**src/logic/hm_params.svh**
```systemverilog
// offsets, reset values and field constants of the multiply-accumulate peripheral
// assumes a 16-bit word address bus with word registers on even addresses
`ifndef HM_PARAMS_SVH
`define HM_PARAMS_SVH

`define HM_OFS_UNS_MUL_A  16'h0130
`define HM_OFS_SGN_MUL_A  16'h0132
`define HM_OFS_UNS_ACC_A  16'h0134
`define HM_OFS_SGN_ACC_A  16'h0136
`define HM_OFS_OPERAND_B  16'h0138
`define HM_OFS_RESULT_LO  16'h013a
`define HM_OFS_RESULT_HI  16'h013c
`define HM_OFS_SUM_EXT    16'h013e

`define HM_RDATA_RST      16'h0000
`define HM_BYTE_W         8

`endif

```
**src/logic/hm_pkg.sv**
```systemverilog
// types shared by the multiply-accumulate peripheral
// assumes nothing beyond a SystemVerilog compiler
package hm_pkg;

    typedef enum logic [1:0] {
        unsigned_multiply_mode,
        signed_multiply_mode,
        unsigned_accumulate_mode,
        signed_accumulate_mode
    } mode_t;

    typedef enum logic [2:0] {
        sel_none,
        sel_first_operand,
        sel_second_operand,
        sel_result_low_word,
        sel_result_high_word,
        sel_sum_extension
    } reg_sel_t;

endpackage : hm_pkg

```
**src/logic/hm_arith.sv**
```systemverilog
// combinational product and accumulate stage of the multiply-accumulate peripheral
// assumes operands and accumulator are registered by the instantiating module
`timescale 1ns/1ps
module hm_arith
    import hm_pkg::*;
#(
    parameter int W = 16
) (
    // operation
    input  wire mode_t          i_mode,
    input  wire logic [W-1:0]   i_a,
    input  wire logic [W-1:0]   i_b,
    input  wire logic [2*W-1:0] i_acc,
    // outcome
    output logic      [W-1:0]   o_lo,
    output logic      [W-1:0]   o_hi,
    output logic      [W-1:0]   o_ext
);

    logic        [2*W-1:0] prod_u;
    logic signed [2*W-1:0] prod_s;
    logic        [2*W:0]   sum;

    always_comb begin
        prod_u = {{W{1'b0}}, i_a} * {{W{1'b0}}, i_b};
        prod_s = $signed({{W{i_a[W-1]}}, i_a}) * $signed({{W{i_b[W-1]}}, i_b});
        sum    = '0;
        o_ext  = '0;
        unique case (i_mode)
            unsigned_multiply_mode: begin
                sum   = {1'b0, prod_u};
                o_ext = '0;
            end
            signed_multiply_mode: begin
                // sign sits in the top bit of the high word
                sum   = {prod_s[2*W-1], prod_s};
                o_ext = {W{prod_s[2*W-1]}};
            end
            unsigned_accumulate_mode: begin
                sum   = {1'b0, i_acc} + {1'b0, prod_u};
                o_ext = {{(W-1){1'b0}}, sum[2*W]};
            end
            signed_accumulate_mode: begin
                // 33-bit sum keeps the true sign even when 32 bits wrap
                sum   = {i_acc[2*W-1], i_acc} + {prod_s[2*W-1], prod_s};
                o_ext = {W{sum[2*W]}};
            end
        endcase
        o_lo = sum[W-1:0];
        o_hi = sum[2*W-1:W];
    end

endmodule // hm_arith

```
**src/logic/peripheral_multiply_accumulate.sv**
```systemverilog
// memory-mapped 16x16 multiply and multiply-accumulate peripheral
// assumes a single-cycle word bus from the cpu: one read or write strobe per cycle,
// byte writes land in the low byte with the high byte cleared
// the cpu never raises i_wr and i_rd in the same cycle
// results carry no reset value; software writes or computes them before use
`timescale 1ns/1ps
`include "hm_params.svh"
module peripheral_multiply_accumulate
    import hm_pkg::*;
#(
    parameter int DATA_W = 16,
    parameter int ADDR_W = 16
) (
    // clock and reset
    input  wire logic              i_mclk,
    input  wire logic              i_rstn,
    // peripheral bus
    input  wire logic [ADDR_W-1:0] i_addr,
    input  wire logic [DATA_W-1:0] i_wdata,
    input  wire logic              i_wr,
    input  wire logic              i_rd,
    input  wire logic              i_byte,
    output logic      [DATA_W-1:0] o_rdata,
    // status
    output logic                   o_result_ready
);

    // register decode, shared by the write and read paths
    function automatic reg_sel_t decode(input logic [ADDR_W-1:0] addr);
        reg_sel_t s;
        s = sel_none;
        unique case (addr)
            ADDR_W'(`HM_OFS_UNS_MUL_A),
            ADDR_W'(`HM_OFS_SGN_MUL_A),
            ADDR_W'(`HM_OFS_UNS_ACC_A),
            ADDR_W'(`HM_OFS_SGN_ACC_A): s = sel_first_operand;
            ADDR_W'(`HM_OFS_OPERAND_B): s = sel_second_operand;
            ADDR_W'(`HM_OFS_RESULT_LO): s = sel_result_low_word;
            ADDR_W'(`HM_OFS_RESULT_HI): s = sel_result_high_word;
            ADDR_W'(`HM_OFS_SUM_EXT):   s = sel_sum_extension;
            default:                    s = sel_none;
        endcase
        return s;
    endfunction

    // mode carried by the first-operand alias that was written
    function automatic mode_t alias_mode(input logic [ADDR_W-1:0] addr);
        mode_t m;
        m = unsigned_multiply_mode;
        if (addr == ADDR_W'(`HM_OFS_SGN_MUL_A)) begin
            m = signed_multiply_mode;
        end else if (addr == ADDR_W'(`HM_OFS_UNS_ACC_A)) begin
            m = unsigned_accumulate_mode;
        end else if (addr == ADDR_W'(`HM_OFS_SGN_ACC_A)) begin
            m = signed_accumulate_mode;
        end
        return m;
    endfunction

    // what a result read returns: the fresh outcome in the cycle it is being stored
    function automatic logic [DATA_W-1:0] live_word(input logic              fresh,
                                                    input logic [DATA_W-1:0] calc,
                                                    input logic [DATA_W-1:0] held);
        logic [DATA_W-1:0] w;
        w = held;
        if (fresh) begin
            w = calc;
        end
        return w;
    endfunction

    // control state
    mode_t             mode_r;
    mode_t             mode_nxt;
    logic              start_r;
    logic              start_nxt;
    logic [DATA_W-1:0] rdata_r;
    logic [DATA_W-1:0] rdata_nxt;

    // operand and result state, no reset: operands survive reset, results undefined
    logic [DATA_W-1:0] first_operand_r;
    logic [DATA_W-1:0] first_operand_nxt;
    logic [DATA_W-1:0] second_operand_r;
    logic [DATA_W-1:0] second_operand_nxt;
    logic [DATA_W-1:0] result_low_word_r;
    logic [DATA_W-1:0] result_low_word_nxt;
    logic [DATA_W-1:0] result_high_word_r;
    logic [DATA_W-1:0] result_high_word_nxt;
    logic [DATA_W-1:0] sum_extension_r;
    logic [DATA_W-1:0] sum_extension_nxt;

    reg_sel_t          wsel;
    reg_sel_t          rsel;
    logic [DATA_W-1:0] wvalue;
    logic [DATA_W-1:0] calc_lo;
    logic [DATA_W-1:0] calc_hi;
    logic [DATA_W-1:0] calc_ext;
    logic [DATA_W-1:0] live_lo;
    logic [DATA_W-1:0] live_hi;
    logic [DATA_W-1:0] live_ext;

    hm_arith #(
        .W      (DATA_W)
    ) u_arith (
        .i_mode (mode_r),
        .i_a    (first_operand_r),
        .i_b    (second_operand_r),
        .i_acc  ({result_high_word_r, result_low_word_r}),
        .o_lo   (calc_lo),
        .o_hi   (calc_hi),
        .o_ext  (calc_ext)
    );

    assign wsel = i_wr ? decode(i_addr) : sel_none;
    assign rsel = decode(i_addr);
    // byte writes clear the high byte so 8-bit operands need no masking
    assign wvalue = i_byte ? {{(DATA_W-`HM_BYTE_W){1'b0}}, i_wdata[`HM_BYTE_W-1:0]}
                           : i_wdata;

    // forwarding lets the very next access read the new outcome; without it a read
    // right after the trigger would still return the previous result
    always_comb begin
        live_lo  = live_word(start_r, calc_lo, result_low_word_r);
        live_hi  = live_word(start_r, calc_hi, result_high_word_r);
        live_ext = live_word(start_r, calc_ext, sum_extension_r);
    end

    // control next state
    always_comb begin
        mode_nxt  = mode_r;
        start_nxt = 1'b0;
        rdata_nxt = rdata_r;
        if (wsel == sel_first_operand) begin
            mode_nxt = alias_mode(i_addr);
        end
        if (wsel == sel_second_operand) begin
            start_nxt = 1'b1;
        end
        // unmapped reads return zero rather than a stale word
        if (i_rd) begin
            unique case (rsel)
                sel_first_operand:    rdata_nxt = first_operand_r;
                sel_second_operand:   rdata_nxt = second_operand_r;
                sel_result_low_word:  rdata_nxt = live_lo;
                sel_result_high_word: rdata_nxt = live_hi;
                sel_sum_extension:    rdata_nxt = live_ext;
                sel_none:             rdata_nxt = DATA_W'(`HM_RDATA_RST);
            endcase
        end
    end

    always_ff @(posedge i_mclk) begin
        if (!i_rstn) begin
            mode_r  <= unsigned_multiply_mode;
            start_r <= 1'b0;
            rdata_r <= DATA_W'(`HM_RDATA_RST);
        end else begin
            mode_r  <= mode_nxt;
            start_r <= start_nxt;
            rdata_r <= rdata_nxt;
        end
    end

    // datapath next state
    always_comb begin
        first_operand_nxt    = first_operand_r;
        second_operand_nxt   = second_operand_r;
        result_low_word_nxt  = result_low_word_r;
        result_high_word_nxt = result_high_word_r;
        sum_extension_nxt    = sum_extension_r;
        if (wsel == sel_first_operand) begin
            first_operand_nxt = wvalue;
        end
        if (wsel == sel_second_operand) begin
            second_operand_nxt = wvalue;
        end
        if (wsel == sel_result_low_word) begin
            result_low_word_nxt = wvalue;
        end
        if (wsel == sel_result_high_word) begin
            result_high_word_nxt = wvalue;
        end
        // sum extension ignores writes; the running operation wins over any
        // result write landing in the same cycle
        if (start_r) begin
            result_low_word_nxt  = calc_lo;
            result_high_word_nxt = calc_hi;
            sum_extension_nxt    = calc_ext;
        end
    end

    // operands keep their value through reset, so this bank has no reset branch
    always_ff @(posedge i_mclk) begin
        first_operand_r    <= first_operand_nxt;
        second_operand_r   <= second_operand_nxt;
        result_low_word_r  <= result_low_word_nxt;
        result_high_word_r <= result_high_word_nxt;
        sum_extension_r    <= sum_extension_nxt;
    end

    assign o_rdata = rdata_r;
    // low only in the cycle between trigger capture and result update
    assign o_result_ready = ~start_r;

endmodule // peripheral_multiply_accumulate

```
**config.mk**
```make
export PLATFORM = sky130hd
export DESIGN_NAME = peripheral_multiply_accumulate
export DESIGN_NICKNAME = d
export VERILOG_FILES = /design/src/logic/hm_pkg.sv /design/src/logic/hm_arith.sv /design/src/logic/peripheral_multiply_accumulate.sv
export VERILOG_INCLUDE_DIRS = /design/src /design/src/logic
export SDC_FILE = /design/constraint.sdc
export NUM_CORES = 1
export LEC_CHECK = 0
export BUFFER_PORTS_ARGS = -buffer_cell sky130_fd_sc_hd__buf_4
export CAP_MARGIN = 30
export CORE_MARGIN = 5
export CORE_UTILIZATION = 50
export CTS_CLUSTER_DIAMETER = 120
export CTS_CLUSTER_SIZE = 40
export DETAILED_ROUTE_END_ITERATION = 8
export PLACE_DENSITY = 0.65
export SLEW_MARGIN = 20
export SYNTH_ARGS = -nofsm -noshare
export SYNTH_HDL_FRONTEND = slang
export SYNTH_SLANG_ARGS = --single-unit
```
**constraint.sdc**
```tcl
create_clock -name i_mclk -period 10.43 [get_ports i_mclk]
set_input_delay 1.043 -clock i_mclk [delete_from_list [all_inputs] [get_ports i_mclk]]
set_output_delay 1.043 -clock i_mclk [all_outputs]
set_load 0.1 [all_outputs]
```
==> results.py, run 1 <==
metrics = {
    "run_status": {
        "outcome": "finished, final reports clean",
    },
    "hold_path": {
        "min_path_type": "reg2reg",
        "hold_depth": 2,
        "worstHoldEndpoint": "sum_extension_r[8]$_DFF_P_",
        "hold_start": "sum_extension_r[8]$_DFF_P_",
    },
    "global_routing": {
        "grt_pass1_vias": 20200,
        "grt_usage_pct": 31.3,
        "grt_pass1_wl_um": 122000,
        "grt_start_max_net_pins": 76,
        "grt_overflow": 0,
        "antenna_found_initial": 2,
    },
    "die": {
        "die_area_um2": 51200,
        "die_y_um": 226,
        "pin_count": 54,
        "coreArea_um2": 46500,
        "die_w_um": 226,
        "initial_core_util_pct": 50.4,
        "rows": 79,
    },
    "sta": {
        "fin_crit_sh_pct": 93.4,
        "min_period_ns": 9.74,
        "setup_slack_ns": 0.685,
        "fin_skew_ns": 0.0167,
        "rsz0062_at_grt": "false",
        "report.final.slew_viol_count": 0,
        "setup_tns_ns": 0,
        "tightest_slew_ns": 1.02,
        "setup_viol": 0,
        "slew_headroom_pct": 32.0,
        "holdWs_ns": 0.457,
        "fmax_mhz": 103,
        "hold_violations": 0,
    },
    "synthesis": {
        "yosysSeqAreaShare_pct": 11.2,
        "syn_nets": 3308,
        "syn_area_um2": 23400,
        "synth_cell_types": 79,
        "syn_avg_cell_area_um2": 8.69,
        "ys_ff_latch": 99,
        "async_flop_share_pct": 0,
        "syn_inst": 2692,
        "synth_top_family_by_area": "adder cells",
        "synthMuxAreaShare_pct": 1.83,
        "synth-compound-area-share_pct": 15.0,
        "yosysWarnings": 0,
        "synth_ff_type": "edfxtp_1",
        "synth-edff-count": 64,
        "synth_xor_area_share_pct": 3.89,
        "synthAdderAreaFrac_pct": 42.7,
        "synth-simple-area-share_pct": 15.4,
    },
    "place": {
        "place_inst": 3281,
        "hpwl_um": 67000,
        "gp_congestion": 1.02,
        "pre_cts_slack_ns": 0.726,
        "io_buffers": 53,
    },
    "clock_network": {
        "clockBufferDepth": 2,
        "clk_latency_ns": 0.37,
        "cts_hold_buffers": 0,
        "cts_inserted_buffers": 9,
        "clock-sinks": 99,
        "cts_tree": "done",
        "cts_resized": 0,
        "htreeDepth": 3,
        "clk_pin_slew_worst_paths_ns": 0.08,
        "cts_root_buf": "clkbuf_16",
        "post_cts.repair.setup_buffers": 0,
    },
    "pwr": {
        "p_per_area_nw_per_um2": 35.4,
        "seqPwrFrac_pct": 48.1,
        "swShare_pct": 25.6,
        "fin_total_pwr_uw": 872,
        "p_int_uw": 649,
        "clkPwrFrac_pct": 42.1,
        "switching_power_uw": 224,
        "combPwrFrac_pct": 9.8,
        "ir_drop_v": 0.0000636,
        "leakage_nw": 11.9,
    },
    "setup_path": {
        "critPathTopFamily": "adder cells",
        "endpoint_kind": "flop",
        "crit_cells": 30,
        "critical_path_buf_inv_count": 6,
        "worstPathArrival_ns": 10.00,
        "max_stage_delay_ns": 0.84,
        "r2r_cells": 30,
        "crit_type": "reg2reg",
        "cp_slowest_cell": "edfxtp_1",
        "critPathRequiredTime_ns": 10.69,
        "worst_setup_path_start_kind": "flop",
        "timing.rr.start": "second_operand_r[1]$_DFFE_PP_",
        "r2r-end": "o_rdata[0]$_SDFFE_PN0P_",
        "r2r_slack_ns": 0.69,
        "cp_max_fo": 17,
    },
    "detailed_routing": {
        "drtIter0Drc": 1755,
        "dr.pass1.iters": 7,
        "avgRoutedWirePerCell_um": 24.2,
        "antenna_left": 0,
        "vias_per_cell": 5.95,
        "routed_wl_um": 79700,
        "via_count": 19600,
        "drc": 0,
    },
    "job": {
        "maxCapViolCount": 0,
    },
    "cells_and_area": {
        "area_growth_syn_to_layout_pct": 5.48,
        "nets": 3301,
        "drive_above_1_share_pct": 5.24,
        "finalNonFillerCells": 3298,
    },
}
sequential cells by signal, summed over array words and instances (netlist names):
name                count
sum_extension_r        16
result_high_word_r     16
first_operand_r        16
o_rdata                16
start_r                 1
second_operand_r       16
result_low_word_r      16
mode_r                  2
Yosys cell counts (all sizes together) (32+ instances only):
cell	number	area share [%]
a21o	36	1.2
a21oi	128	2.7
a31oi	33	0.91
and2	127	3.4
clkbuf	81	1.3
dfxtp	35	3.0
edfxtp	64	8.2
fa	365	31
ha	214	11
inv	526	8.4
nand2	272	4.4
nand2b	34	0.94
nand3	47	1.0
nor2	123	2.0
nor3	36	0.79
o21ai	99	2.1
xnor2	72	2.7
xor2	32	1.2
how the worst max path moves through the flow:
stage	startpoint	end	slack, ns
final	second_operand_r[1]$_DFFE_PP_	o_rdata[0]$_SDFFE_PN0P_	0.69
after global routing	second_operand_r[1]$_DFFE_PP_	o_rdata[14]$_SDFFE_PN0P_	0.17
after CTS	second_operand_r[1]$_DFFE_PP_	o_rdata[0]$_SDFFE_PN0P_	0.72
after detailed placement	second_operand_r[1]$_DFFE_PP_	result_high_word_r[12]$_DFFE_PP_	0.73
after global placement	second_operand_r[1]$_DFFE_PP_	o_rdata[0]$_SDFFE_PN0P_	0.87
after floorplan	first_operand_r[9]$_DFFE_PN_	result_high_word_r[12]$_DFFE_PP_	2.27
layout make-up:
cell class / count / area, µm²
diodes: 1 / 2.50
clock buffers: 11 / 254
clock inverters: 5 / 60.1
fillers: 4376 / 21800
inverters: 529 / 1990
multi-input cells: 1970 / 18400
flip-flops and latches: 99 / 2630
well taps: 607 / 759
repair buffers: 76 / 571
logic make-up after synthesis:
logic type / Yosys count
simple gates: 737
buf+inv: 623
compound gates: 517
mux: 33
xor+xnor: 104
fa+ha+maj: 579
flops: 99
stage by stage:
| stage | instance area [µm²] | utilization, % |
|---|---|---|
| final | 24700 | 53.1 |
| after global routing | 24700 | 53.1 |
| after CTS | 24700 | 53.1 |
| after detailed placement | 24400 | 52.4 |
| after global placement | 24400 | 52.4 |
| after floorplan | 23400 | - |
cells in the final DEF, fill, tap and decap left out, types with 17 or more instances in the layout:
master      n
edfxtp_1   64
buf_4      76
a211oi_1   19
nand2_1   272
and3_1     17
and2_1    127
nand3_1    47
mux2i_1    18
o21a_1     25
nor2b_1    24
o21ai_0    95
a21o_1     35
a31oi_1    32
nor2_1    122
inv_1     526
ha_1      214
a21oi_1   128
o31ai_1    19
xor2_1     32
xnor2_1    72
nand2b_1   33
fa_1      365
dfxtp_1    33
nor3_1     35
tightest hold or removal path, cell delays in order, from the launching register on:
cell,delay (ns)
dfxtp_1,0.31
nand2_1,0.06
nand2_1,0.06
metal layers:
layer | up-vias | share of wire (%) | global-route usage (%)
li1 | 8794 | - | -
met1 | 9790 | 42 | 43.5
met2 | 902 | 47 | 51.8
met3 | 147 | 8.0 | 4.08
met4 | 0 | 3.5 | 8.81
met5 | - | 0 | 0
power by group through the flow:
| stage | Sequential (mW) | Clock (mW) | Combinational (mW) |
|---|---|---|---|
| after global routing | 0.419 | 0.385 | 0.0895 |
| final | 0.420 | 0.367 | 0.0856 |
| after detailed placement | 0.428 | 0 | 0.0828 |
| after global placement | 0.428 | 0 | 0.0823 |
| after CTS | 0.419 | 0.366 | 0.0833 |
| after floorplan | 0.438 | 0 | 0.0375 |
No activity file was read; power rests on OpenSTA's default activity.
==> run 2: changes to the inputs <==
CTS_BUF_LIST = sky130_fd_sc_hd__clkbuf_8   (was default)
==> run 2 against run 1 <==
  * Global-route usage is the same
  * Register-to-register slack got worse by 0.04 ns
  * Routed wire length hardly changed
  * Count of clock-buffer cells in the layout shrank 2
  * Via count shrank 0.45%
  * Largest cell class unchanged
  * Largest power group unchanged
  * Sequential share of layout area about the same
  * Highest routed layer unchanged
==> results.py, run 2 (same netlist as run 1, synthesis figures left out) <==
metrics = {
    "place": {
        "hpwl_um": 67000,
        "io_buffers": 53,
        "gp_congestion": 1.02,
    },
    "hold_path": {
        "hold_start": "sum_extension_r[8]$_DFF_P_",
        "min_path_type": "reg2reg",
        "hold_depth": 2,
        "worstHoldEndpoint": "sum_extension_r[8]$_DFF_P_",
    },
    "cells_and_area": {
        "drive_above_1_share_pct": 5.24,
        "nets": 3301,
        "antenna_cells": 0,
        "final_cell_mix": "527 x inv_1, 365 x fa_1, 272 x nand2_1, 214 x ha_1, 128 x a21oi_1",
        "final_common_cell": "inv_1",
        "area_growth_syn_to_layout_pct": 5.06,
        "nFillCells": 4399,
    },
    "die": {
        "rows": 79,
        "initial_core_util_pct": 50.4,
        "coreArea_um2": 46500,
        "die_y_um": 226,
        "pin_count": 54,
        "die_area_um2": 51200,
        "die_w_um": 226,
    },
    "setup_path": {
        "timing.rr.start": "second_operand_r[1]$_DFFE_PP_",
        "worst_setup_path_start_kind": "flop",
        "r2r_cells": 30,
        "crit_type": "reg2reg",
        "worstPathArrival_ns": 10.07,
        "max_stage_delay_ns": 0.87,
        "cp_slowest_cell": "edfxtp_1",
        "critPathRequiredTime_ns": 10.72,
        "cp_max_fo": 17,
        "r2r_slack_ns": 0.65,
        "r2r-end": "o_rdata[0]$_SDFFE_PN0P_",
        "endpoint_kind": "flop",
    },
    "global_routing": {
        "use_met1_pct": 43.6,
        "top_usage_layer": "met2",
        "grt_usage_pct": 31.3,
        "use_met3_pct": 4.26,
        "antenna_found_initial": 2,
        "grt_pass1_vias": 20200,
        "met2_usage_pct": 51.8,
        "grt_start_max_net_pins": 76,
        "grt_pass1_wl_um": 122000,
        "grt_overflow": 0,
    },
    "clock_network": {
        "cts_tree": "done",
        "cts_hold_buffers": 0,
        "clockBufferDepth": 2,
        "htreeDepth": 3,
        "clk_pin_slew_worst_paths_ns": 0.11,
        "post_cts.repair.setup_buffers": 0,
        "clock-sinks": 99,
        "cts_inserted_buffers": 9,
        "cts_resized": 0,
        "cts_root_buf": "clkbuf_8",
        "clk_latency_ns": 0.40,
    },
    "sta": {
        "report.final.slew_viol_count": 0,
        "rsz0062_at_grt": "false",
        "tightest_slew_ns": 1.04,
        "min_period_ns": 9.78,
        "setup_tns_ns": 0,
        "fmax_mhz": 102,
        "fin_skew_ns": 0.0238,
        "fin_crit_sh_pct": 93.8,
        "setup_viol": 0,
        "hold_violations": 0,
        "slew_headroom_pct": 30.5,
    },
    "detailed_routing": {
        "routed_wl_um": 79600,
        "drtIter0Drc": 1831,
        "avgRoutedWirePerCell_um": 24.2,
        "vias_per_cell": 5.93,
        "drc": 0,
        "via_count": 19500,
        "dr.pass1.iters": 6,
        "antenna_left": 0,
    },
    "job": {
        "maxCapViolCount": 0,
    },
    "run_status": {
        "outcome": "finished, final reports clean",
    },
    "pwr": {
        "p_per_area_nw_per_um2": 32.4,
        "fin_total_pwr_uw": 795,
        "leakage_nw": 11.8,
        "ir_drop_v": 0.0000520,
    },
}
run 2: cell types whose count changed in the layout (fill, tap and decap cells not counted), sizes merged:
cell,previous run,this run
clkbuf,11,9
bufinv,1,2
diode,1,0
inv,526,527
run 2: stage by stage:
| step | instances | hold slack (ns) | worst slack [ns] | util [%] | cell area, µm² |
|---|---|---|---|---|---|
| global placement | 3281 | 0.432 | 0.873 | 52.4 | 24400 |
| CTS | 3297 | 0.465 | 0.715 | 52.9 | 24600 |
| detailed placement | 3281 | 0.435 | 0.726 | 52.4 | 24400 |
| floorplan | 2692 | 0.418 | 2.27 | - | 23400 |
| global route | 3297 | 0.486 | 0.160 | 52.9 | 24600 |
| finish | 3297 | 0.465 | 0.649 | 52.9 | 24600 |
run 2: worst max-delay path by stage:
stage / from / end / depth (start not counted)
4_1_cts: second_operand_r[1]$_DFFE_PP_ / o_rdata[0]$_SDFFE_PN0P_ / 30
6_report: second_operand_r[1]$_DFFE_PP_ / o_rdata[0]$_SDFFE_PN0P_ / 30
3_5_place_dp: second_operand_r[1]$_DFFE_PP_ / result_high_word_r[12]$_DFFE_PP_ / 29
2_1_floorplan: first_operand_r[9]$_DFFE_PN_ / result_high_word_r[12]$_DFFE_PP_ / 31
5_1_grt: second_operand_r[1]$_DFFE_PP_ / o_rdata[14]$_SDFFE_PN0P_ / 30
3_3_place_gp: second_operand_r[1]$_DFFE_PP_ / o_rdata[0]$_SDFFE_PN0P_ / 30
run 2: layout make-up:
type                            count  area (µm²)  area share, %
Multi-Input combinational cell   1970       18400           74.9
Sequential cell                    99        2630           10.7
Inverter                          529        1990           8.08
Tap cell                          607         759           3.09
Timing Repair Buffer               76         571           2.32
Clock buffer                        9         124          0.504
Clock inverter                      7        93.8          0.382
run 2: critical path: cells and delay by family, from the launching register on:
kind                       cells  cell delay [ns]
xor gates and xnor gates       1             0.29
DFF                            1             0.87
and+or+nand+nor                4             1.38
buffers and inverters          6             0.38
AOI/OAI and AO/OA             11             2.78
adders and majority gates      8             3.94
run 2: layer usage:
layer,part of all wire [%],routed length (µm)
met3,8.1,6450
met1,42,33200
met2,47,37500
met5,0,0
met4,3.2,2550
run 2: where the power goes:
part | internal, mW | switching [mW]
registers | 0.417 | 0.00217
clock network | 0.135 | 0.155
logic | 0.0297 | 0.0559
==> run 3: changes to the inputs <==
CAP_MARGIN = 20   (was 30)
REMOVE_ABC_BUFFERS = 1   (was default)
==> run 3 against run 2 <==
  * Sequential share of layout area barely moved
  * Cell count increased by 0.49%
  * Routed wire length down 0.87%
  * Fmax is 1.3% lower
  * Setup slack worse by 0.12 ns
  * Combinational power decreased by 2.5%
  * Via count increased by 1.2%
  * Non-clock buffer count rose by 15
  * Core utilization is 0.21 points higher
  * Sequential power hardly changed
==> results.py, run 3 (same netlist as run 1, synthesis figures left out) <==
metrics = {
    "sta": {
        "holdWs_ns": 0.468,
        "setup_viol": 0,
        "min_period_ns": 9.91,
        "hold_violations": 0,
        "slew_headroom_pct": 23.5,
        "fin_crit_sh_pct": 95.0,
        "tightest_slew_ns": 1.15,
        "setup_tns_ns": 0,
        "fin_skew_ns": 0.0144,
        "rsz0062_at_grt": "false",
        "report.final.slew_viol_count": 0,
        "fmax_mhz": 101,
    },
    "die": {
        "initial_core_util_pct": 50.4,
        "die_y_um": 226,
        "coreArea_um2": 46500,
        "die_area_um2": 51200,
        "pin_count": 54,
        "rows": 79,
        "die_w_um": 226,
    },
    "pwr": {
        "leakage_nw": 11.9,
        "fin_total_pwr_uw": 773,
        "switching_power_uw": 212,
        "combPwrFrac_pct": 10.8,
        "swShare_pct": 27.5,
        "clkPwrFrac_pct": 34.9,
        "seqPwrFrac_pct": 54.2,
        "p_per_area_nw_per_um2": 31.3,
        "p_int_uw": 560,
        "ir_drop_v": 0.0000506,
    },
    "cells_and_area": {
        "fin_area_um2": 24700,
        "drive_above_1_share_pct": 5.73,
        "nets": 3316,
        "final_cell_mix": "527 x inv_1, 365 x fa_1, 272 x nand2_1, 214 x ha_1, 128 x a21oi_1",
        "nFillCells": 4350,
        "area_growth_syn_to_layout_pct": 5.47,
        "final_common_cell": "inv_1",
    },
    "global_routing": {
        "grt_overflow": 0,
        "grt_pass1_vias": 20200,
        "grt_usage_pct": 31.2,
        "antenna_found_initial": 0,
        "grt_pass1_wl_um": 121000,
        "grt_start_max_net_pins": 57,
    },
    "clock_network": {
        "clk_latency_ns": 0.40,
        "cts_tree": "done",
        "clock-sinks": 99,
        "clockBufferDepth": 2,
        "cts_inserted_buffers": 9,
        "clk_pin_slew_worst_paths_ns": 0.10,
        "cts_resized": 0,
        "cts_root_buf": "clkbuf_8",
        "htreeDepth": 3,
    },
    "setup_path": {
        "cp_slowest_cell": "edfxtp_1",
        "crit_type": "reg2reg",
        "critPathTopFamily": "adder cells",
        "critPathMostFrequentCell": "fa_1",
        "critPathRequiredTime_ns": 10.76,
        "crit_cells": 27,
        "worstPathArrival_ns": 10.24,
        "max_stage_delay_ns": 1.13,
        "critical_path_buf_inv_count": 4,
        "worst_setup_path_start_kind": "flop",
        "r2r_cells": 27,
        "cp_max_fo": 17,
        "endpoint_kind": "flop",
    },
    "detailed_routing": {
        "dr.pass1.iters": 6,
        "drc": 0,
        "avgRoutedWirePerCell_um": 23.8,
        "drtIter0Drc": 2107,
        "vias_per_cell": 5.97,
        "antenna_left": 0,
        "via_count": 19800,
        "routed_wl_um": 78900,
    },
    "place": {
        "gp_congestion": 1.02,
        "place_area_um2": 24400,
        "io_buffers": 53,
        "hpwl_um": 65700,
    },
    "job": {
        "maxCapViolCount": 0,
    },
    "run_status": {
        "outcome": "finished, final reports clean",
    },
    "hold_path": {
        "hold_depth": 2,
        "min_path_type": "reg2reg",
    },
}
-- run 3: cell count changes in the layout (fill, tap and decap cells not counted) --
cell | before | now
diode_2 | 0 | 1
clkinvlp_4 | 1 | 0
clkinv_1 | 3 | 4
bufinv_16 | 2 | 1
inv_6 | 0 | 2
clkinv_2 | 1 | 0
inv_8 | 0 | 1
clkinv_4 | 2 | 1
buf_4 | 76 | 91
-- run 3: stage by stage --
step	setup WS [ns]	utilization, %	instances
final	0.524	53.1	3313
after global routing	0.0187	53.1	3312
after CTS	0.619	52.9	3301
after detailed placement	0.657	52.5	3285
after global placement	0.688	52.5	3285
after floorplan	2.31	-	2598
-- run 3: path summary, 6_finish.rpt --
| kind | start | slack (ns) | end |
|---|---|---|---|
| min | sum_extension_r[11]$_DFF_P_ | 0.47 | sum_extension_r[11]$_DFF_P_ |
| max reg2reg | second_operand_r[10]$_DFFE_PP_ | 0.52 | o_rdata[14]$_SDFFE_PN0P_ |
| max | second_operand_r[10]$_DFFE_PP_ | 0.52 | o_rdata[14]$_SDFFE_PN0P_ |
| min reg2reg | sum_extension_r[11]$_DFF_P_ | 0.47 | sum_extension_r[11]$_DFF_P_ |
-- run 3: layer usage --
metal  track usage [%]  share of wire [%]  vias up
met3              3.92                8.1      170
met5                 0                  0        -
met1              43.5                 41     9872
met2              49.9                 46      923
li1                  -                  -     8822
met4              12.1                4.7        0
-- run 3: final cells by class --
cell class              instances  area [µm²]  share of cell area (%)
multi-input cells            1970       18400                    74.6
inverters                     529        1990                    8.05
repair buffers                 91         683                    2.77
clock inverters                 7        75.1                   0.304
flip-flops and latches         99        2630                    10.6
well taps                     607         759                    3.08
clock buffers                   9         124                   0.502
diodes                          1        2.50                  0.0101
-- run 3: what timing repair did --
item,4_1_cts,5_1_grt
buffers inserted,0,11
endpoints found under the hold margin,0,0
endpoints found under the setup margin,0,1
hold buffers,0,0
-- run 3: power by group through the flow --
stage                     combinational (mW)  sequential (mW)  clock, mW
after floorplan                       0.0342            0.438          0
after global placement                0.0807            0.428          0
after detailed placement              0.0813            0.428          0
after CTS                             0.0816            0.419      0.267
after global routing                  0.0878            0.419      0.281
final                                 0.0835            0.419      0.270
-- run 3: worst min-delay path: stages (launching register included) --
cell     delay [ns]
dfxtp_1        0.32
nand2_1        0.06
nand2_1        0.06
